[config.mk]
export PLATFORM = sky130hd
export DESIGN_NAME = plck_top
export DESIGN_NICKNAME = d
export VERILOG_FILES = /design/src/core/plck_pkg.sv /design/src/core/plck_lock_cnt.sv /design/src/core/plck_top.sv
export SDC_FILE = /design/constraint.sdc
export NUM_CORES = 1
export LEC_CHECK = 0
export BUFFER_PORTS_ARGS = -buffer_cell sky130_fd_sc_hd__buf_4
export CORE_MARGIN = 2
export CORE_UTILIZATION = 27
export DETAILED_ROUTE_END_ITERATION = 8
export PLACE_DENSITY = 0.54
export SETUP_SLACK_MARGIN = 0.1
export SLEW_MARGIN = 20
export SYNTH_ARGS = -nofsm -noshare
export SYNTH_HDL_FRONTEND = slang
export SYNTH_SLANG_ARGS = --single-unit
[constraint.sdc]
create_clock -name clk_i -period 2.3 [get_ports clk_i]
set_input_delay 0.575 -clock clk_i [delete_from_list [all_inputs] [get_ports clk_i]]
set_output_delay 0.575 -clock clk_i [all_outputs]
set_load 0.01 [all_outputs]
[src/core/plck_pkg.sv]
// Constants and types for the PLL lock and sleep clock gating block
//=====================================
// Behaviour
// - Crystal select translated to PLL settings
// - Translation readable, VCO within one percent
// - PLL off after reset; output divided by 16
// - Normal and power-down PLL modes
// - Relock on crystal change or power-up
// - PLL unusable during relock
// - Lock counter on main osc, load 0x1200
// - Crystal above 0x0f loads 0x2400
// - No PLL sysclk until counter expires
// - Stay on oscillator until lock, then switch
// - Lock raw flag and maskable interrupt
// - Monitor main osc band when enabled
// - Failure sets cause, switches to internal osc
// - Internal reset 32 periods, then NMI
// - Per-peripheral gating run, sleep, deep-sleep
// - Sleep stops core clock
// - Sleep uses sleep gates with auto gating
// - Deep-sleep source main osc or internal
// - Deep-sleep PLL off, divisor override if PLL was on at entry, restore
// - Extended config select picks extended fields
// - Divisor equals field plus one
package plck_pkg;
   //=====================================
   // Counts and reset values
   localparam logic [13:0] PLCK_LOCK_SHORT = 14'h1200;
   localparam logic [13:0] PLCK_LOCK_LONG = 14'h2400;
   localparam logic [4:0] PLCK_CRYSTAL_SELECT_LONG_MAX = 5'h0F;
   localparam logic [5:0] PLCK_POR_PERIODS = 6'h20;
   localparam logic [4:0] PLCK_CRYSTAL_SELECT_RESET = 5'h0B;
   localparam logic [6:0] PLCK_DIV_RESET = 7'h0F;
   localparam int PLCK_VCO_MHZ = 400;
   localparam int PLCK_VCO_PREDIV = 2;
   localparam int PLCK_DIV_W = 7;
   //=====================================
   // Mode enumerations
   typedef enum logic [1:0] {
      PLCK_RUN = 2'b00,
      PLCK_SLEEP = 2'b01,
      PLCK_DEEP = 2'b11
   } plck_mode_t;
   typedef enum logic [1:0] {
      PLCK_SRC_MAIN = 2'b00,
      PLCK_SRC_INT = 2'b01,
      PLCK_SRC_PLL = 2'b11
   } plck_src_t;
endpackage

[src/core/plck_lock_cnt.sv]
// Relock down counter on the main oscillator side
module plck_lock_cnt
   import plck_pkg::*;
(
   input wire logic clk_i,
   input wire logic sys_rst_i,
   input wire logic ce_i,
   input wire logic start_i,
   input wire logic long_i,
   output logic busy_o,
   output logic done_o
);
   logic [13:0] cnt_reg;
   logic busy_reg;
   logic done_reg;
   //=====================================
   // Down counter
   always_ff @(posedge clk_i) begin
      if (sys_rst_i) begin
         cnt_reg <= 14'h0000;
         busy_reg <= 1'b0;
         done_reg <= 1'b0;
      end else if (ce_i) begin
         done_reg <= 1'b0;
         if (start_i) begin
            cnt_reg <= long_i ? PLCK_LOCK_LONG : PLCK_LOCK_SHORT;
            busy_reg <= 1'b1;
         end else if (busy_reg) begin
            cnt_reg <= cnt_reg - 14'h0001;
            if (cnt_reg == 14'h0001) begin
               busy_reg <= 1'b0;
               done_reg <= 1'b1;
            end
         end
      end
   end
   assign busy_o = busy_reg;
   assign done_o = done_reg;
   load_a: assert property (@(posedge clk_i) disable iff (sys_rst_i)
      ce_i && start_i && !long_i |=> cnt_reg == PLCK_LOCK_SHORT) else $error("lock load wrong");
   load_long_a: assert property (@(posedge clk_i) disable iff (sys_rst_i)
      ce_i && start_i && long_i |=> cnt_reg == PLCK_LOCK_LONG) else $error("long load wrong");
endmodule

[src/core/plck_top.sv]
// Clock control: PLL lock timing, oscillator check and sleep gating
module plck_top
   import plck_pkg::*;
#(
   parameter int NPER = 32,
   parameter int POR_PERIODS = int'(PLCK_POR_PERIODS)
)(
   input wire logic clk_i,
   input wire logic sys_rst_i,
   input wire logic ce_i,
   input wire logic [4:0] crystal_select_i,
   input wire logic crystal_wr_i,
   input wire logic pll_pwrdn_i,
   input wire logic bypass_i,
   input wire logic [3:0] sysclk_divisor_i,
   input wire logic auto_gate_i,
   input wire logic [1:0] osc_src_i,
   input wire logic ext_config_select_i,
   input wire logic ext_pll_pwrdn_i,
   input wire logic ext_bypass_i,
   input wire logic [5:0] ext_sysclk_divisor_i,
   input wire logic [1:0] ext_osc_src_i,
   input wire logic osc_check_enable_i,
   input wire logic main_osc_bad_i,
   input wire logic int_osc_tick_i,
   input wire logic int_osc_dis_i,
   input wire logic pll_lock_mask_i,
   input wire logic wfi_i,
   input wire logic deep_sleep_en_i,
   input wire logic wake_irq_i,
   input wire logic [1:0] deepsleep_clock_cfg_i,
   input wire logic [5:0] deepsleep_div_override_i,
   input wire logic [NPER-1:0] run_gating_regs_i,
   input wire logic [NPER-1:0] sleep_gating_regs_i,
   input wire logic [NPER-1:0] deepsleep_gating_regs_i,
   output logic [13:0] pll_translation_reg_o,
   output logic pll_lock_raw_flag_o,
   output logic pll_lock_irq_o,
   output logic pll_enable_o,
   output logic [1:0] sysclk_src_o,
   output logic [6:0] sysclk_div_o,
   output logic main_osc_en_o,
   output logic int_osc_en_o,
   output logic osc_fail_cause_o,
   output logic int_por_o,
   output logic nmi_o,
   output logic core_clk_en_o,
   output logic [NPER-1:0] periph_clk_en_o
);
   //=====================================
   // Input synchronisers for pin-side inputs
   logic bad_s1_reg, bad_s2_reg, tick_s1_reg, tick_s2_reg, tick_d_reg;
   always_ff @(posedge clk_i) begin
      if (sys_rst_i) begin
         bad_s1_reg <= 1'b0;
         bad_s2_reg <= 1'b0;
         tick_s1_reg <= 1'b0;
         tick_s2_reg <= 1'b0;
         tick_d_reg <= 1'b0;
      end else if (ce_i) begin
         bad_s1_reg <= main_osc_bad_i;
         bad_s2_reg <= bad_s1_reg;
         tick_s1_reg <= int_osc_tick_i;
         tick_s2_reg <= tick_s1_reg;
         tick_d_reg <= tick_s2_reg;
      end
   end
   wire tick_edge = tick_s2_reg & ~tick_d_reg;

   //=====================================
   // Field selection and translation
   function automatic logic [13:0] xlate(input logic [4:0] x);
      xlate = {4'h0, 5'h0C + x, x};
   endfunction
   wire sel_pwrdn = ext_config_select_i ? ext_pll_pwrdn_i : pll_pwrdn_i;
   wire sel_bypass = ext_config_select_i ? ext_bypass_i : bypass_i;
   wire [1:0] sel_src = ext_config_select_i ? ext_osc_src_i : osc_src_i;
   wire [5:0] sel_div_field = ext_config_select_i ? ext_sysclk_divisor_i : {2'b00, sysclk_divisor_i};
   wire [6:0] run_div = {1'b0, sel_div_field} + 7'h01;

   //=====================================
   // Relock detection
   logic [4:0] crystal_select_reg;
   logic pwrdn_d_reg;
   logic flag_reg, irq_reg;
   logic [13:0] xlate_reg;
   logic deep_pll_reg;
   wire crystal_select_change = crystal_wr_i && (crystal_select_i != crystal_select_reg);
   wire pll_pwrdn_eff = sel_pwrdn | deep_pll_reg;
   wire powerup = pwrdn_d_reg && !pll_pwrdn_eff;
   wire relock_start = crystal_select_change | powerup;
   wire lock_busy, lock_done;
   plck_lock_cnt u_cnt (
      .clk_i(clk_i),
      .sys_rst_i(sys_rst_i),
      .ce_i(ce_i),
      .start_i(relock_start),
      .long_i((crystal_select_change ? crystal_select_i : crystal_select_reg) > PLCK_CRYSTAL_SELECT_LONG_MAX),
      .busy_o(lock_busy),
      .done_o(lock_done)
   );
   wire pll_usable = !pll_pwrdn_eff && !lock_busy && !relock_start && flag_reg;
   always_ff @(posedge clk_i) begin
      if (sys_rst_i) begin
         crystal_select_reg <= PLCK_CRYSTAL_SELECT_RESET;
         xlate_reg <= xlate(PLCK_CRYSTAL_SELECT_RESET);
         pwrdn_d_reg <= 1'b1;
         flag_reg <= 1'b0;
         irq_reg <= 1'b0;
      end else if (ce_i) begin
         if (crystal_wr_i) begin
            crystal_select_reg <= crystal_select_i;
            xlate_reg <= xlate(crystal_select_i);
         end
         pwrdn_d_reg <= pll_pwrdn_eff;
         if (lock_done) flag_reg <= 1'b1;
         else if (relock_start) flag_reg <= 1'b0;
         irq_reg <= pll_lock_mask_i && (lock_done || (flag_reg && !relock_start));
      end
   end

   //=====================================
   // Oscillator failure sequence
   logic fail_reg, por_reg, nmi_reg;
   logic [5:0] por_cnt_reg;
   wire fail_det = osc_check_enable_i && bad_s2_reg && !fail_reg;
   always_ff @(posedge clk_i) begin
      if (sys_rst_i) begin
         fail_reg <= 1'b0;
         por_reg <= 1'b0;
         nmi_reg <= 1'b0;
         por_cnt_reg <= 6'h00;
      end else if (ce_i) begin
         nmi_reg <= 1'b0;
         if (fail_det) begin
            fail_reg <= 1'b1;
            por_reg <= 1'b1;
            por_cnt_reg <= 6'(POR_PERIODS);
         end else if (por_reg && tick_edge) begin
            por_cnt_reg <= por_cnt_reg - 6'h01;
            if (por_cnt_reg == 6'h01) begin
               por_reg <= 1'b0;
               nmi_reg <= 1'b1;
            end
         end
      end
   end

   //=====================================
   // Power mode tracking
   plck_mode_t mode_reg, mode_next;
   always_comb begin
      mode_next = mode_reg;
      unique case (mode_reg)
         PLCK_RUN: if (wfi_i) mode_next = deep_sleep_en_i ? PLCK_DEEP : PLCK_SLEEP;
         PLCK_SLEEP: if (wake_irq_i) mode_next = PLCK_RUN;
         PLCK_DEEP: if (wake_irq_i) mode_next = PLCK_RUN;
         default: mode_next = PLCK_RUN;
      endcase
   end
   wire deep_entry = mode_reg == PLCK_RUN && mode_next == PLCK_DEEP;
   always_ff @(posedge clk_i) begin
      if (sys_rst_i) begin
         mode_reg <= PLCK_RUN;
         deep_pll_reg <= 1'b0;
      end else if (ce_i) begin
         mode_reg <= mode_next;
         if (deep_entry) deep_pll_reg <= !sel_pwrdn;
         else if (mode_next == PLCK_RUN) deep_pll_reg <= 1'b0;
      end
   end

   //=====================================
   // Clock source, divisor and gates
   wire in_deep = mode_reg == PLCK_DEEP;
   wire ds_int = deepsleep_clock_cfg_i != 2'b00;
   wire [1:0] run_src = (!sel_bypass && pll_usable) ? PLCK_SRC_PLL :
                        (sel_src == 2'b00 ? PLCK_SRC_MAIN : PLCK_SRC_INT);
   wire [1:0] src_sel = fail_reg ? PLCK_SRC_INT :
                        in_deep ? (ds_int ? PLCK_SRC_INT : PLCK_SRC_MAIN) : run_src;
   wire [6:0] div_sel = (in_deep && deep_pll_reg) ?
                        {1'b0, deepsleep_div_override_i} + 7'h01 : run_div;
   wire gate_sel_sleep = mode_reg == PLCK_SLEEP && auto_gate_i;
   wire gate_sel_deep = in_deep && auto_gate_i;
   wire [NPER-1:0] gate_next = gate_sel_deep ? deepsleep_gating_regs_i :
                               gate_sel_sleep ? sleep_gating_regs_i : run_gating_regs_i;
   wire [NPER-1:0] gate_fin = (in_deep && mode_next == PLCK_RUN) ? periph_clk_en_o : gate_next;

   logic [1:0] src_reg;
   logic [6:0] div_reg;
   logic [NPER-1:0] gate_reg;
   logic core_reg, pll_en_reg, main_osc_reg, internal_osc_reg;
   always_ff @(posedge clk_i) begin
      if (sys_rst_i) begin
         src_reg <= PLCK_SRC_INT;
         div_reg <= PLCK_DIV_RESET + 7'h01;
         gate_reg <= '0;
         core_reg <= 1'b1;
         pll_en_reg <= 1'b0;
         main_osc_reg <= 1'b0;
         internal_osc_reg <= 1'b1;
      end else if (ce_i) begin
         src_reg <= src_sel;
         div_reg <= div_sel;
         gate_reg <= gate_fin;
         core_reg <= mode_next == PLCK_RUN;
         pll_en_reg <= !pll_pwrdn_eff && !fail_reg;
         main_osc_reg <= !fail_reg && !(in_deep && ds_int);
         internal_osc_reg <= fail_reg || int_osc_dis_i == 1'b0 || (in_deep && ds_int);
      end
   end

   assign pll_translation_reg_o = xlate_reg;
   assign pll_lock_raw_flag_o = flag_reg;
   assign pll_lock_irq_o = irq_reg;
   assign pll_enable_o = pll_en_reg;
   assign sysclk_src_o = src_reg;
   assign sysclk_div_o = div_reg;
   assign main_osc_en_o = main_osc_reg;
   assign int_osc_en_o = internal_osc_reg;
   assign osc_fail_cause_o = fail_reg;
   assign int_por_o = por_reg;
   assign nmi_o = nmi_reg;
   assign core_clk_en_o = core_reg;
   assign periph_clk_en_o = gate_reg;

   //=====================================
   // Checks
   no_pll_busy_a: assert property (@(posedge clk_i) disable iff (sys_rst_i)
      lock_busy |=> src_reg != PLCK_SRC_PLL)
      else $error("PLL used during relock");
   flag_clr_a: assert property (@(posedge clk_i) disable iff (sys_rst_i)
      ce_i && relock_start && !lock_done |=> !flag_reg)
      else $error("flag not cleared");
   flag_set_a: assert property (@(posedge clk_i) disable iff (sys_rst_i)
      ce_i && lock_done |=> flag_reg)
      else $error("flag not set");
   fail_src_a: assert property (@(posedge clk_i) disable iff (sys_rst_i)
      ce_i && fail_reg |=> src_reg == PLCK_SRC_INT)
      else $error("no switch to internal osc");
   core_stop_a: assert property (@(posedge clk_i) disable iff (sys_rst_i)
      ce_i && mode_next != PLCK_RUN |=> !core_reg)
      else $error("core clock not stopped");
   div_plus_a: assert property (@(posedge clk_i) disable iff (sys_rst_i)
      ce_i && !in_deep |=> div_reg == $past(run_div))
      else $error("divisor wrong");
   same_crystal_select_a: assert property (@(posedge clk_i) disable iff (sys_rst_i)
      ce_i && crystal_wr_i && crystal_select_i == crystal_select_reg && !powerup && !lock_busy |=> !lock_busy)
      else $error("spurious relock");
   sleep_gate_a: assert property (@(posedge clk_i) disable iff (sys_rst_i)
      ce_i && gate_sel_sleep && mode_next == PLCK_SLEEP |=> gate_reg == $past(sleep_gating_regs_i))
      else $error("sleep gating wrong");
   powerup_a: assert property (@(posedge clk_i) disable iff (sys_rst_i)
      ce_i && powerup |=> lock_busy)
      else $error("no relock on power-up");
   xlate_a: assert property (@(posedge clk_i) disable iff (sys_rst_i)
      ce_i && crystal_wr_i |=> xlate_reg == xlate($past(crystal_select_i)))
      else $error("translation not updated");
   irq_mask_a: assert property (@(posedge clk_i) disable iff (sys_rst_i)
      ce_i && !pll_lock_mask_i |=> !irq_reg)
      else $error("masked lock irq raised");
   pll_off_a: assert property (@(posedge clk_i) disable iff (sys_rst_i)
      ce_i && pll_pwrdn_eff |=> !pll_en_reg)
      else $error("PLL driven in power-down");
   src_pll_a: assert property (@(posedge clk_i) disable iff (sys_rst_i)
      ce_i && !sel_bypass && pll_usable && !fail_reg && !in_deep |=> src_reg == PLCK_SRC_PLL)
      else $error("no switch to PLL after lock");

   //=====================================
   // Failure, mode and gate checks
   fail_hold_a: assert property (@(posedge clk_i) disable iff (sys_rst_i)
      fail_reg |=> fail_reg)
      else $error("failure cause lost");
   fail_osc_a: assert property (@(posedge clk_i) disable iff (sys_rst_i)
      ce_i && fail_reg |=> internal_osc_reg && !main_osc_reg && !pll_en_reg)
      else $error("oscillators wrong after failure");
   por_end_a: assert property (@(posedge clk_i) disable iff (sys_rst_i)
      ce_i && por_reg && tick_edge && por_cnt_reg == 6'h01 |=> nmi_reg && !por_reg)
      else $error("internal reset did not end");
   nmi_pulse_a: assert property (@(posedge clk_i) disable iff (sys_rst_i)
      ce_i && nmi_reg |=> !nmi_reg)
      else $error("nmi longer than one cycle");
   run_gate_a: assert property (@(posedge clk_i) disable iff (sys_rst_i)
      ce_i && mode_reg == PLCK_RUN |=> gate_reg == $past(run_gating_regs_i))
      else $error("run gating wrong");
   deep_gate_a: assert property (@(posedge clk_i) disable iff (sys_rst_i)
      ce_i && gate_sel_deep && mode_next == PLCK_DEEP |=> gate_reg == $past(deepsleep_gating_regs_i))
      else $error("deep-sleep gating wrong");
   ds_src_a: assert property (@(posedge clk_i) disable iff (sys_rst_i)
      ce_i && in_deep && !fail_reg |=> src_reg == ($past(ds_int) ? PLCK_SRC_INT : PLCK_SRC_MAIN))
      else $error("deep-sleep source wrong");
   ds_pll_a: assert property (@(posedge clk_i) disable iff (sys_rst_i)
      ce_i && deep_pll_reg |=> !pll_en_reg)
      else $error("PLL running in deep-sleep");
   deep_div_a: assert property (@(posedge clk_i) disable iff (sys_rst_i)
      ce_i && in_deep && deep_pll_reg |=> div_reg == {1'b0, $past(deepsleep_div_override_i)} + 7'h01)
      else $error("deep-sleep divisor wrong");
   exit_hold_a: assert property (@(posedge clk_i) disable iff (sys_rst_i)
      ce_i && in_deep && mode_next == PLCK_RUN |=> $stable(gate_reg))
      else $error("gates changed before restore");
   freeze_a: assert property (@(posedge clk_i) disable iff (sys_rst_i)
      !ce_i |=> $stable(src_reg) && $stable(gate_reg) && $stable(mode_reg) && $stable(flag_reg))
      else $error("state moved with clock enable low");
endmodule

## Word level (Yosys, flattened, before mapping)

Cells that the tools add are included.

| cells by class | value |
|---|---|
| magnitude comparators | 1 |
| muxes and demuxes | 38 |
| add/subtract/negate cells | 5 |
| eq/ne operators | 6 |
| reductions and logical operators | 47 |
| bitwise gates (word level) | 6 |

Operators with widths:

| cell | number |
|---|---|
| 32-bit 2-to-1 mux | 2 |
| 14-bit 2-to-1 mux | 3 |
| 1-bit 2-to-1 mux | 20 |
| 1-bit logical AND | 19 |
| 6-bit 2-to-1 mux | 3 |
| 6-bit by 1-bit adder with 7-bit output, second input constant | 2 |
| 14-bit by 1-bit == test with 1-bit output, second input constant | 1 |
| 2-bit 2-to-1 mux | 7 |
| 2-bit AND reduction | 7 |
| 14-bit by 1-bit subtractor with 14-bit output, second input constant | 1 |
| 2-bit nonzero test | 6 |
| 1-bit logical NOT | 7 |
| 7-bit 2-to-1 mux | 1 |
| 6-bit by 1-bit == test with 1-bit output, second input constant | 1 |
| 2-bit logical NOT | 3 |
| 6-bit by 1-bit subtractor with 6-bit output, second input constant | 1 |
| 4-bit by 5-bit adder with 5-bit output, first input constant | 1 |
| 5-bit by 4-bit > comparator with 1-bit output, second input constant | 1 |
| 5-bit 2-to-1 mux | 1 |
| 5-bit != test | 1 |
| 2-bit == test, second input constant | 2 |
| 2-bit one-hot mux with 2 select lines | 1 |
| 1-bit logical OR | 3 |
| 1-bit NOT | 3 |
| other kinds (5) | 6 |

| word-level totals | value |
|---|---|
| register bits after elaboration | 96 |
| input bits | 141 |
| logic and storage cells | 129 |

## Longest topological paths before layout

Gate-level depths: netlist of run 1.

| depth | value |
|---|---|
| word-level depth | 12 |
| mapped depth | 8 |
| mapped depth without buffers | 7 |

## Cells and area by module

From an unflattened synthesis of run 1, not the netlist that was laid out.

| second synthesis, totals | value |
|---|---|
| cells, all modules | 563 |
| area, all modules | 4544.4 sq um |

By module, submodules not included:

| module | times used | cells an instance | area each (sq um) | seq. area each (sq um) |
|---|---|---|---|---|
| plck_top | 1 | 467 | 3738.6 | 1461.4 |
| plck_lock_cnt | 1 | 96 | 805.8 | 320.3 |

## Least setup slack after synthesis of run 1

Ideal clock, no wire load.

| path | value |
|---|---|
| path kind | input-to-reg |
| from | input port ext_config_select_i |
| to | register u_cnt.cnt_reg[13] |
| setup time | 0.117 ns |
| data arrival time | 1.952 ns |
| stages | 8 |
| data required time | 2.183 ns |
| setup slack | 0.231 ns |
| path through | buf_6 > mux2i_1 > a21oi_1 > o21ba_2 > buf_4 > a21oi_1 > or2_1 > a32o_1 |

| between the ends | value |
|---|---|
| cells in the longest elaborated chain, start to end | 7 |
| elaborated cells between the ends (all ways) | 8 |

Ends and longest elaborated chain:

| what | RTL line | source |
|---|---|---|
| start, declared | plck_top.sv:18 | `input wire logic ext_config_select_i,` |
| 1-bit 2-to-1 mux (*) | plck_top.sv:75 | `wire sel_pwrdn = ext_config_select_i ? ext_pll_pwrdn_i : pll_pwrdn_i;` |
| 1-bit OR (*) | plck_top.sv:89 | `wire pll_pwrdn_eff = sel_pwrdn \| deep_pll_reg;` |
| 1-bit logical NOT (*) | plck_top.sv:90 | `wire powerup = pwrdn_d_reg && !pll_pwrdn_eff;` |
| 1-bit logical AND (*) | plck_top.sv:90 |  |
| 1-bit OR (*) | plck_top.sv:91 | `wire relock_start = crystal_select_change \| powerup;` |
| 2-bit nonzero test (no source line) | -- |  |
| 2-bit AND reduction (no source line) | -- |  |
| end signal, assigned | plck_lock_cnt.sv:26 | `cnt_reg <= long_i ? PLCK_LOCK_LONG : PLCK_LOCK_SHORT;` |
| end signal, assigned | plck_lock_cnt.sv:29 | `cnt_reg <= cnt_reg - 14'h0001;` |
| end, declared | plck_lock_cnt.sv:13 | `logic [13:0] cnt_reg;` |

Every way passes the cells marked *; elsewhere a longest branch is shown, timed or not.
A chain may end at the register's enable or synchronous reset.

## Worst setup path after layout of run 1

| path | value |
|---|---|
| from | register u_cnt.cnt_reg[2] |
| to | register u_cnt.cnt_reg[13] |

| between the ends | value |
|---|---|
| cells in the longest elaborated chain, start to end | 3 |

Ends and longest elaborated chain:

| what | RTL line | source |
|---|---|---|
| 14-bit by 1-bit subtractor with 14-bit output | plck_lock_cnt.sv:29 |  |
| 14-bit 2-to-1 mux | plck_lock_cnt.sv:28 | `end else if (busy_reg) begin` |
| 14-bit 2-to-1 mux | plck_lock_cnt.sv:25 | `if (start_i) begin` |

Every way passes these cells. The select of a mux whose other input is x is not followed.

==> flow_summary.ini, run 1 <==
[critical_path]
r2r_slack_ns = 0.27
required_ns = 2.58
worstSetupPathType = reg2reg
timing.critical_path.to_type = register
reg2reg_depth = 6
worst-path-stages = 6
crit_family = simple AND/OR/NAND/NOR gates
cp_max_fo = 6
slowest_stage = or4_4
reg2reg_from = u_cnt.cnt_reg[2]
path_buf_inv = 0
r2r-end = u_cnt.cnt_reg[13]
slowest_delay_ns = 0.58
cp-endpoint = u_cnt.cnt_reg[13]
crit_start = u_cnt.cnt_reg[2]
cp_cell_sequence = or4_4 > nor4_4 > and2_4 > nand2_1 > o21ai_0 > a32o_1
worst_ep_arrival_time_ns = 2.31
start_kind = register

[route]
via_per_inst = 4.80
dr.first_iter.drc_count = 182
routedWlPerCell_um = 14.7
ant_nets = 0
firstDrtPassIters = 4
drcViolationCount = 0
totalWireLength_um = 14200
via_count = 4647

[clocking]
htreeDepth = 3
cts_tree = yes
clock_sink_count = 89
numCtsBuffers = 9
root_buffer = clkbuf_16
cts_setup_buffers = 0
clk_latency_ns = 0.34
clk_pin_slew_ns = 0.07
clockBufferDepth = 2

[sta]
final.min_clock_period_ns = 2.03
fin_crit_sh_pct = 88.3
finalHoldViolations = 0
setup-violations-final = 0
finalSetupTns_ns = 0
rsz0062_at_grt = false
fin_skew_ns = 0.00825
fmax_mhz = 492
tightestPinTransition_ns = 0.561
drv_slew = 0
maxSlewHeadroom_pct = 62.6

[floorplan]
row_count = 47
io_pins = 205
dieArea_um2 = 18000
die_x_um = 134
coreArea_um2 = 16600
die_height_um = 134
start_util_pct = 27.6

[yosys]
synth-seq-area-share_pct = 39.0
syn_avg_cell_area_um2 = 8.20
synthTopCellsByCount = 120 x nor2_1, 89 x dfxtp_1, 55 x a21oi_1, 43 x mux2i_1, 38 x a211oi_1
synthTopCellsByArea = dfxtp_1 39%, nor2_1 9.8%, mux2i_1 9.4%
yosys_warnings = 0
netlist_area_um2 = 4570
synth-edff-count = 0
syn_inst = 558
ys_types = 55
ys_seq_elements = 89
async_flop_share_pct = 0
synth.most_common_cell = nor2_1
synth_top_area_share_pct = 39.0
synth_top_area_cell = dfxtp_1
synth_flop_cell = dfxtp_1

[final_layout]
antennaDiodeCount = 0
final_cell_area_um2 = 6610
postLayoutCoreUtil_pct = 39.8
area_growth_pct = 44.5
final_layout_size_suffix_gt1_share_pct = 32.6
nets = 891
largest_register_ffs = 32
final_cells = 968
fillCellCount = 1705

[power]
p_leak_nw = 3.09
powerDensity_nw_per_um2 = 594
ir_worst_vdd_v = 0.000350

[placed_design]
io_buffers = 200
dp.cells = 953
dp_hpwl_um = 10800
routabilityCongestion = 0.840
place_area_um2 = 6320

[global_route]
grt_start_max_net_pins = 65
grt_pass1_wl_um = 22300
overflow = 0
grt_pass1_vias = 4549
antenna_found_initial = 0
grt_usage_pct = 15.6

[job]
drv_cap = 0

[hold_path]
hold_path.class = in2reg

[run_status]
status = completed
[cell families (layout without fill, tap and decap cells)]
group	Yosys count	after routing	synth area share [%]
AOI/OAI and AO/OA	141	141	20.3
xor gates and xnor gates	22	22	4.21
adders and majority gates	6	6	1.64
buffers and inverters	62	249	6.32
DFF	89	89	39.0
muxes	46	46	10.2
other	1	4	0.0820
and+or+nand+nor	191	191	18.4
[per-stage QoR]
step                setup WS, ns  hold slack [ns]  power [mW]
floorplan                  0.231            0.451        2.20
global placement          0.0291            0.453        2.59
detailed placement        0.0138            0.461        2.61
CTS                        0.158            0.460        3.98
global route               0.156            0.465        4.14
finish                     0.269            0.471        3.92
[placed cells by master, fill, tap and decap left out, types with 4 or more instances in the layout]
cell       synthesis  layout
o21ai_0            9       9
xnor2_1            8       8
o211ai_1           6       6
ha_1               6       6
xor2_1            14      14
a21oi_1           55      54
a211oi_1          38      38
buf_4              7     211
mux2i_1           43      43
nand3_1           13      11
inv_1             19      19
nor3_1             8       8
a31oi_1            4       4
o2111ai_1          7       7
dfxtp_1           89      89
nor2_1           120     120
nor4_1             4       4
clkbuf_16          0       9
nand2_1           27      27
buf_12             0       4
conb_1             1       4
[how the worst min path moves through the flow]
| stage | startpoint | endpoint | slack [ns] | cells after the start |
|---|---|---|---|---|
| after floorplan | tick_d_reg | tick_d_reg | 0.45 | 2 |
| after global placement | pll_lock_irq_o | pll_lock_irq_o | 0.45 | 2 |
| after detailed placement | core_clk_en_o | core_clk_en_o | 0.46 | 1 |
| after CTS | main_osc_bad_i | bad_s1_reg | 0.46 | 3 |
| after global routing | main_osc_bad_i | bad_s1_reg | 0.47 | 3 |
| final | main_osc_bad_i | bad_s1_reg | 0.47 | 3 |
[power breakdown]
| group | internal [mW] | total [mW] | switching [mW] |
|---|---|---|---|
| logic | 0.456 | 0.864 | 0.408 |
| registers | 1.63 | 1.71 | 0.0787 |
| clock network | 0.725 | 1.35 | 0.623 |
[worst register-to-register path: cells and delay by family, from the launching register on]
family | cells | cell delay (ns)
AOI/OAI and AO/OA | 2 | 0.39
DFF | 1 | 0.35
and+or+nand+nor | 4 | 1.24
[layer usage]
| layer | global-route usage, % | share of wire (%) | wire length, µm | vias up |
|---|---|---|---|---|
| li1 | - | - | - | 2337 |
| met1 | 17.4 | 40 | 5630 | 2111 |
| met2 | 27.0 | 50 | 7080 | 174 |
| met3 | 5.18 | 8.3 | 1170 | 25 |
| met4 | 6.61 | 2.2 | 319 | 0 |
| met5 | 0 | 0 | 0 | - |
[layout make-up]
cell class	count	area [µm²]	area share (%)
clock buffers	10	229	3.47
clock inverters	5	33.8	0.511
inverters	19	71.3	1.08
multi-input cells	410	2550	38.6
flip-flops and latches	89	1780	27.0
well taps	220	275	4.17
repair buffers	215	1660	25.2
[repair_timing]
| action | 4_1_cts | 5_1_grt |
|---|---|---|
| gates resized for setup | 1 | 3 |
| endpoints found under the setup margin | 1 | 1 |
| hold buffers | 0 | 0 |
No activity file was read; power rests on OpenSTA's default activity.
==> run 2: changes to the inputs <==
--- a/config.mk
+++ b/config.mk
@@ -5,11 +5,11 @@
 export SDC_FILE = /design/constraint.sdc
 export NUM_CORES = 1
 export LEC_CHECK = 0
-export BUFFER_PORTS_ARGS = -buffer_cell sky130_fd_sc_hd__buf_4
+export BUFFER_PORTS_ARGS = -buffer_cell sky130_fd_sc_hd__buf_2
 export CORE_MARGIN = 2
-export CORE_UTILIZATION = 27
+export CORE_UTILIZATION = 45
 export DETAILED_ROUTE_END_ITERATION = 8
-export PLACE_DENSITY = 0.54
+export PLACE_DENSITY = 0.8
 export SETUP_SLACK_MARGIN = 0.1
 export SLEW_MARGIN = 20
 export SYNTH_ARGS = -nofsm -noshare
==> constraint.sdc (replaced) <==
create_clock -name clk_i -period 2.3 [get_ports clk_i]
set_input_delay 0.23 -clock clk_i [delete_from_list [all_inputs] [get_ports clk_i]]
set_output_delay 0.23 -clock clk_i [all_outputs]
set_load 0.01 [all_outputs]
==> flow_summary.ini, run 2 (synthesis results as in run 1) <==
[run_status]
status = completed

[floorplan]
start_util_pct = 46.6
die_x_um = 105
dieArea_um2 = 11000
die_height_um = 105
row_count = 36
coreArea_um2 = 9820
io_pins = 205

[hold_path]
min_to = bad_s1_reg
holdPathStages = 3
holdCritStartpoint = main_osc_bad_i
hold_path.class = in2reg

[critical_path]
worstSetupPathType = reg2reg
worst_ep_arrival_time_ns = 2.26
r2r-end = sysclk_div_o[6]
cp_max_fo = 12
reg2reg_from = mode_reg[0]
slowest_stage = dfxtp_1
timing.critical_path.to_type = register
r2r_slack_ns = 0.32
path_buf_inv = 0
worst-path-stages = 6
crit_family = simple AND/OR/NAND/NOR gates
critPathMostFrequentCell = a21oi_1
reg2reg_depth = 6
slowest_delay_ns = 0.45
cp_cell_sequence = nand3_2 > a21oi_1 > ha_1 > nor3b_1 > nand3_1 > a21oi_1
required_ns = 2.58
start_kind = register

[placed_design]
dp_hpwl_um = 9190
dp_slack_ns = 0.204
dp.cells = 860
place_area_um2 = 5640
io_buffers = 200
routabilityCongestion = 0.813

[global_route]
overflow = 0
grt_start_max_net_pins = 65
antenna_found_initial = 2
grt_pass1_vias = 4617
grt_pass1_wl_um = 20300
grt_usage_pct = 22.2

[final_layout]
final_layout_size_suffix_gt1_share_pct = 31.7
largest_register_ffs = 32
fillCellCount = 906
final_cells = 876
nets = 885
final_cell_area_um2 = 5810
final_common_cell = buf_2
area_growth_pct = 27.1
postLayoutCoreUtil_pct = 59.2
final_cell_mix = 200 x buf_2, 120 x nor2_1, 89 x dfxtp_1, 55 x a21oi_1, 43 x mux2i_1

[clocking]
cts_resized = 0
numCtsBuffers = 9
clockBufferDepth = 2
clock_sink_count = 89
cts_tree = yes
cts_setup_buffers = 0
htreeDepth = 3
clk_latency_ns = 0.36
root_buffer = clkbuf_8
clk_pin_slew_ns = 0.09
cts_hold_buf = 0

[sta]
setup-violations-final = 0
drv_slew = 0
fin_crit_sh_pct = 85.9
finalSetupTns_ns = 0
tightestPinTransition_ns = 0.593
setup_ws_ns = 0.325
final.min_clock_period_ns = 1.98
whs_ns = 0.108
rsz0062_at_grt = false
fin_skew_ns = 0.00987
maxSlewHeadroom_pct = 60.4
finalHoldViolations = 0
fmax_mhz = 506

[route]
routedWlPerCell_um = 14.1
drcViolationCount = 0
firstDrtPassIters = 4
dr.first_iter.drc_count = 217
totalWireLength_um = 12300
via_count = 4653
ant_nets = 0
via_per_inst = 5.31

[job]
drv_cap = 0

[power]
powerDensity_nw_per_um2 = 583
power_mw = 3.39
p_leak_nw = 2.86
ir_worst_vdd_v = 0.000315
-- run 2: cell types whose count changed in the layout (fill, tap and decap cells not counted), sizes merged --
cell	delta
diode	+1
clkinvlp	-1
clkbuf	+2
clkinv	-1
buf	-6
-- run 2: worst reg2reg max path, stage by stage, from the launching register on --
cell and delay [ns]:
dfxtp_1 0.45, nand3_2 0.25, a21oi_1 0.31, ha_1 0.23, nor3b_1 0.35, nand3_1 0.13
a21oi_1 0.17
-- run 2: cell type report --
class / instances / area [µm²] / share of cell area (%)
Antenna cell: 1 / 2.50 / 0.0430
Clock buffer: 12 / 145 / 2.50
Clock inverter: 3 / 17.5 / 0.301
Inverter: 19 / 71.3 / 1.23
Multi-Input combinational cell: 410 / 2530 / 43.6
Sequential cell: 89 / 1780 / 30.7
Tap cell: 133 / 166 / 2.86
Timing Repair Buffer: 209 / 1090 / 18.8
-- run 2: worst max-delay path by stage --
stage / startpoint / slack, ns / to
final: mode_reg[0] / 0.32 / sysclk_div_o[6]
after CTS: mode_reg[0] / 0.20 / sysclk_div_o[6]
after floorplan: u_cnt.cnt_reg[2] / 0.54 / u_cnt.cnt_reg[13]
after detailed placement: ext_config_select_i / 0.20 / u_cnt.cnt_reg[13]
after global placement: ext_config_select_i / 0.27 / u_cnt.cnt_reg[13]
after global routing: mode_reg[0] / 0.17 / sysclk_div_o[4]
-- run 2: power by group --
group	leakage (nW)	total (mW)	internal [mW]	switching, mW
registers	0.730	1.71	1.63	0.0736
clock network	0.0822	0.948	0.414	0.534
logic	2.05	0.737	0.346	0.391
-- run 2: metal layers --
layer,GRT usage (%),up-vias,part of all wire (%)
li1,-,2320,-
met4,8.95,2,2.0
met2,39.0,163,49
met1,25.6,2146,42
met5,0,-,0.057
met3,5.80,22,7.0
==> run 3: changes to the inputs <==
--- a/config.mk
+++ b/config.mk
@@ -7,9 +7,9 @@
 export LEC_CHECK = 0
 export BUFFER_PORTS_ARGS = -buffer_cell sky130_fd_sc_hd__buf_2
 export CORE_MARGIN = 2
-export CORE_UTILIZATION = 45
+export CORE_UTILIZATION = 48
 export DETAILED_ROUTE_END_ITERATION = 8
-export PLACE_DENSITY = 0.8
+export PLACE_DENSITY = 0.84
 export SETUP_SLACK_MARGIN = 0.1
 export SLEW_MARGIN = 20
 export SYNTH_ARGS = -nofsm -noshare
==> flow_summary.ini, run 3 (synthesis results as in run 1) <==
[sta]
maxSlewHeadroom_pct = 59.8
fin_skew_ns = 0.0102
fmax_mhz = 495
finalSetupTns_ns = 0
drv_slew = 0
final.min_clock_period_ns = 2.02
finalHoldViolations = 0
setup-violations-final = 0
fin_crit_sh_pct = 87.8
rsz0062_at_grt = false
tightestPinTransition_ns = 0.603
setup_ws_ns = 0.282

[placed_design]
place_area_um2 = 5680
dp.cells = 860
dp_hpwl_um = 9380
routabilityCongestion = 0.854
io_buffers = 200
dp_slack_ns = 0.266

[route]
drcViolationCount = 0
totalWireLength_um = 12700
ant_nets = 0
firstDrtPassIters = 6
via_count = 4740
routedWlPerCell_um = 14.5
dr.first_iter.drc_count = 241
via_per_inst = 5.41

[critical_path]
worstSetupPathType = reg2reg
start_kind = register
cp-endpoint = u_cnt.cnt_reg[10]
reg2reg_depth = 5
cp_max_fo = 6
reg2reg_from = u_cnt.cnt_reg[2]
timing.critical_path.to_type = register
required_ns = 2.59
r2r_slack_ns = 0.28
crit_start = u_cnt.cnt_reg[2]
r2r-end = u_cnt.cnt_reg[10]
worst_ep_arrival_time_ns = 2.31

[floorplan]
row_count = 35
die_height_um = 102
start_util_pct = 49.5
die_x_um = 102
dieArea_um2 = 10300
io_pins = 205
coreArea_um2 = 9240

[global_route]
overflow = 0
grt_pass1_vias = 4534
grt_usage_pct = 24.5
grt_start_max_net_pins = 65
grt_pass1_wl_um = 20600
antenna_found_initial = 0

[clocking]
htreeDepth = 3
cts_setup_buffers = 0
cts_tree = yes
clockBufferDepth = 2
clock_sink_count = 89
numCtsBuffers = 9
root_buffer = clkbuf_8
clk_latency_ns = 0.35
clk_pin_slew_ns = 0.09

[power]
intPower_mw = 2.71
p_switching_mw = 1.04
swShare_pct = 27.7
p_leak_nw = 2.92
seq_power_share_pct = 45.6
power_frac_comb_pct = 20.3
clock_power_share_pct = 34.2
powerDensity_nw_per_um2 = 632
ir_worst_vdd_v = 0.000426

[hold_path]
hold_path.class = in2reg

[run_status]
status = completed

[final_layout]
nets = 889
multi_input_area_um2 = 2530
final_common_cell = buf_2
antennaDiodeCount = 0
fillCellCount = 779
final_cell_area_um2 = 5920
area_growth_pct = 29.5
final_cells = 876
largest_register_ffs = 32
regArea_um2 = 1780
final_cell_mix = 200 x buf_2, 120 x nor2_1, 89 x dfxtp_1, 55 x a21oi_1, 43 x mux2i_1
final_layout_size_suffix_gt1_share_pct = 32.1

[job]
drv_cap = 0
## run 3: cell count changes in the layout (fill, tap and decap cells not counted), sizes merged
cell	before	now
bufinv	0	3
buf	209	213
diode	1	0
clkinvlp	1	0
clkbuf	12	11
## run 3: how the worst min path moves through the flow
stage	from	endpoint	cells past startpoint
floorplan	crystal_select_i[2]	pll_translation_reg_o[7]	1
global placement	core_clk_en_o	core_clk_en_o	1
detailed placement	core_clk_en_o	core_clk_en_o	1
CTS	int_osc_tick_i	tick_s1_reg	3
global route	int_osc_tick_i	tick_s1_reg	3
finish	int_osc_tick_i	tick_s1_reg	3
## run 3: layout make-up
class	instances	share of cell area, %
clock inverter	5	1.75
multi-input combinational	410	42.8
timing repair buffer	213	19.2
clock buffer	11	2.22
inverter	19	1.20
sequential	89	30.1
tap	129	2.73
## run 3: worst max-delay path, cell delays in order, from the launching register on
cell	delay, ns
dfxtp_1	0.36
or4_4	0.58
nor4_4	0.31
nand2_1	0.17
o41ai_1	0.37
a32o_1	0.18
## run 3: stage by stage
| stage | hold slack, ns | utilization, % | power (mW) |
|---|---|---|---|
| 3_5_place_dp | 0.450 | 61.5 | 2.49 |
| 3_3_place_gp | 0.447 | 61.5 | 2.45 |
| 6_report | 0.117 | 64.1 | 3.74 |
| 4_1_cts | 0.111 | 64.0 | 3.76 |
| 5_1_grt | 0.124 | 64.1 | 3.91 |
| 2_1_floorplan | 0.364 | - | 2.20 |
## run 3: layer usage
layer	global-route usage, %	share of wire [%]	vias up
met4	8.63	2.5	0
met3	6.00	8.3	38
li1	-	-	2324
met1	29.0	39	2171
met5	0	0	-
met2	43.2	50	207
## run 3: timing repair
| action | in CTS | in global routing |
|---|---|---|
| setup endpoints to repair | 0 | 3 |
| hold buffers | 0 | 0 |
| resized for setup | 0 | 1 |
## run 3: power by group through the flow
stage / Sequential [mW] / Clock (mW) / Combinational (mW)
floorplan: 1.75 / 0 / 0.453
global placement: 1.73 / 0 / 0.722
detailed placement: 1.74 / 0 / 0.750
CTS: 1.70 / 1.30 / 0.758
global route: 1.72 / 1.36 / 0.838
finish: 1.71 / 1.28 / 0.759
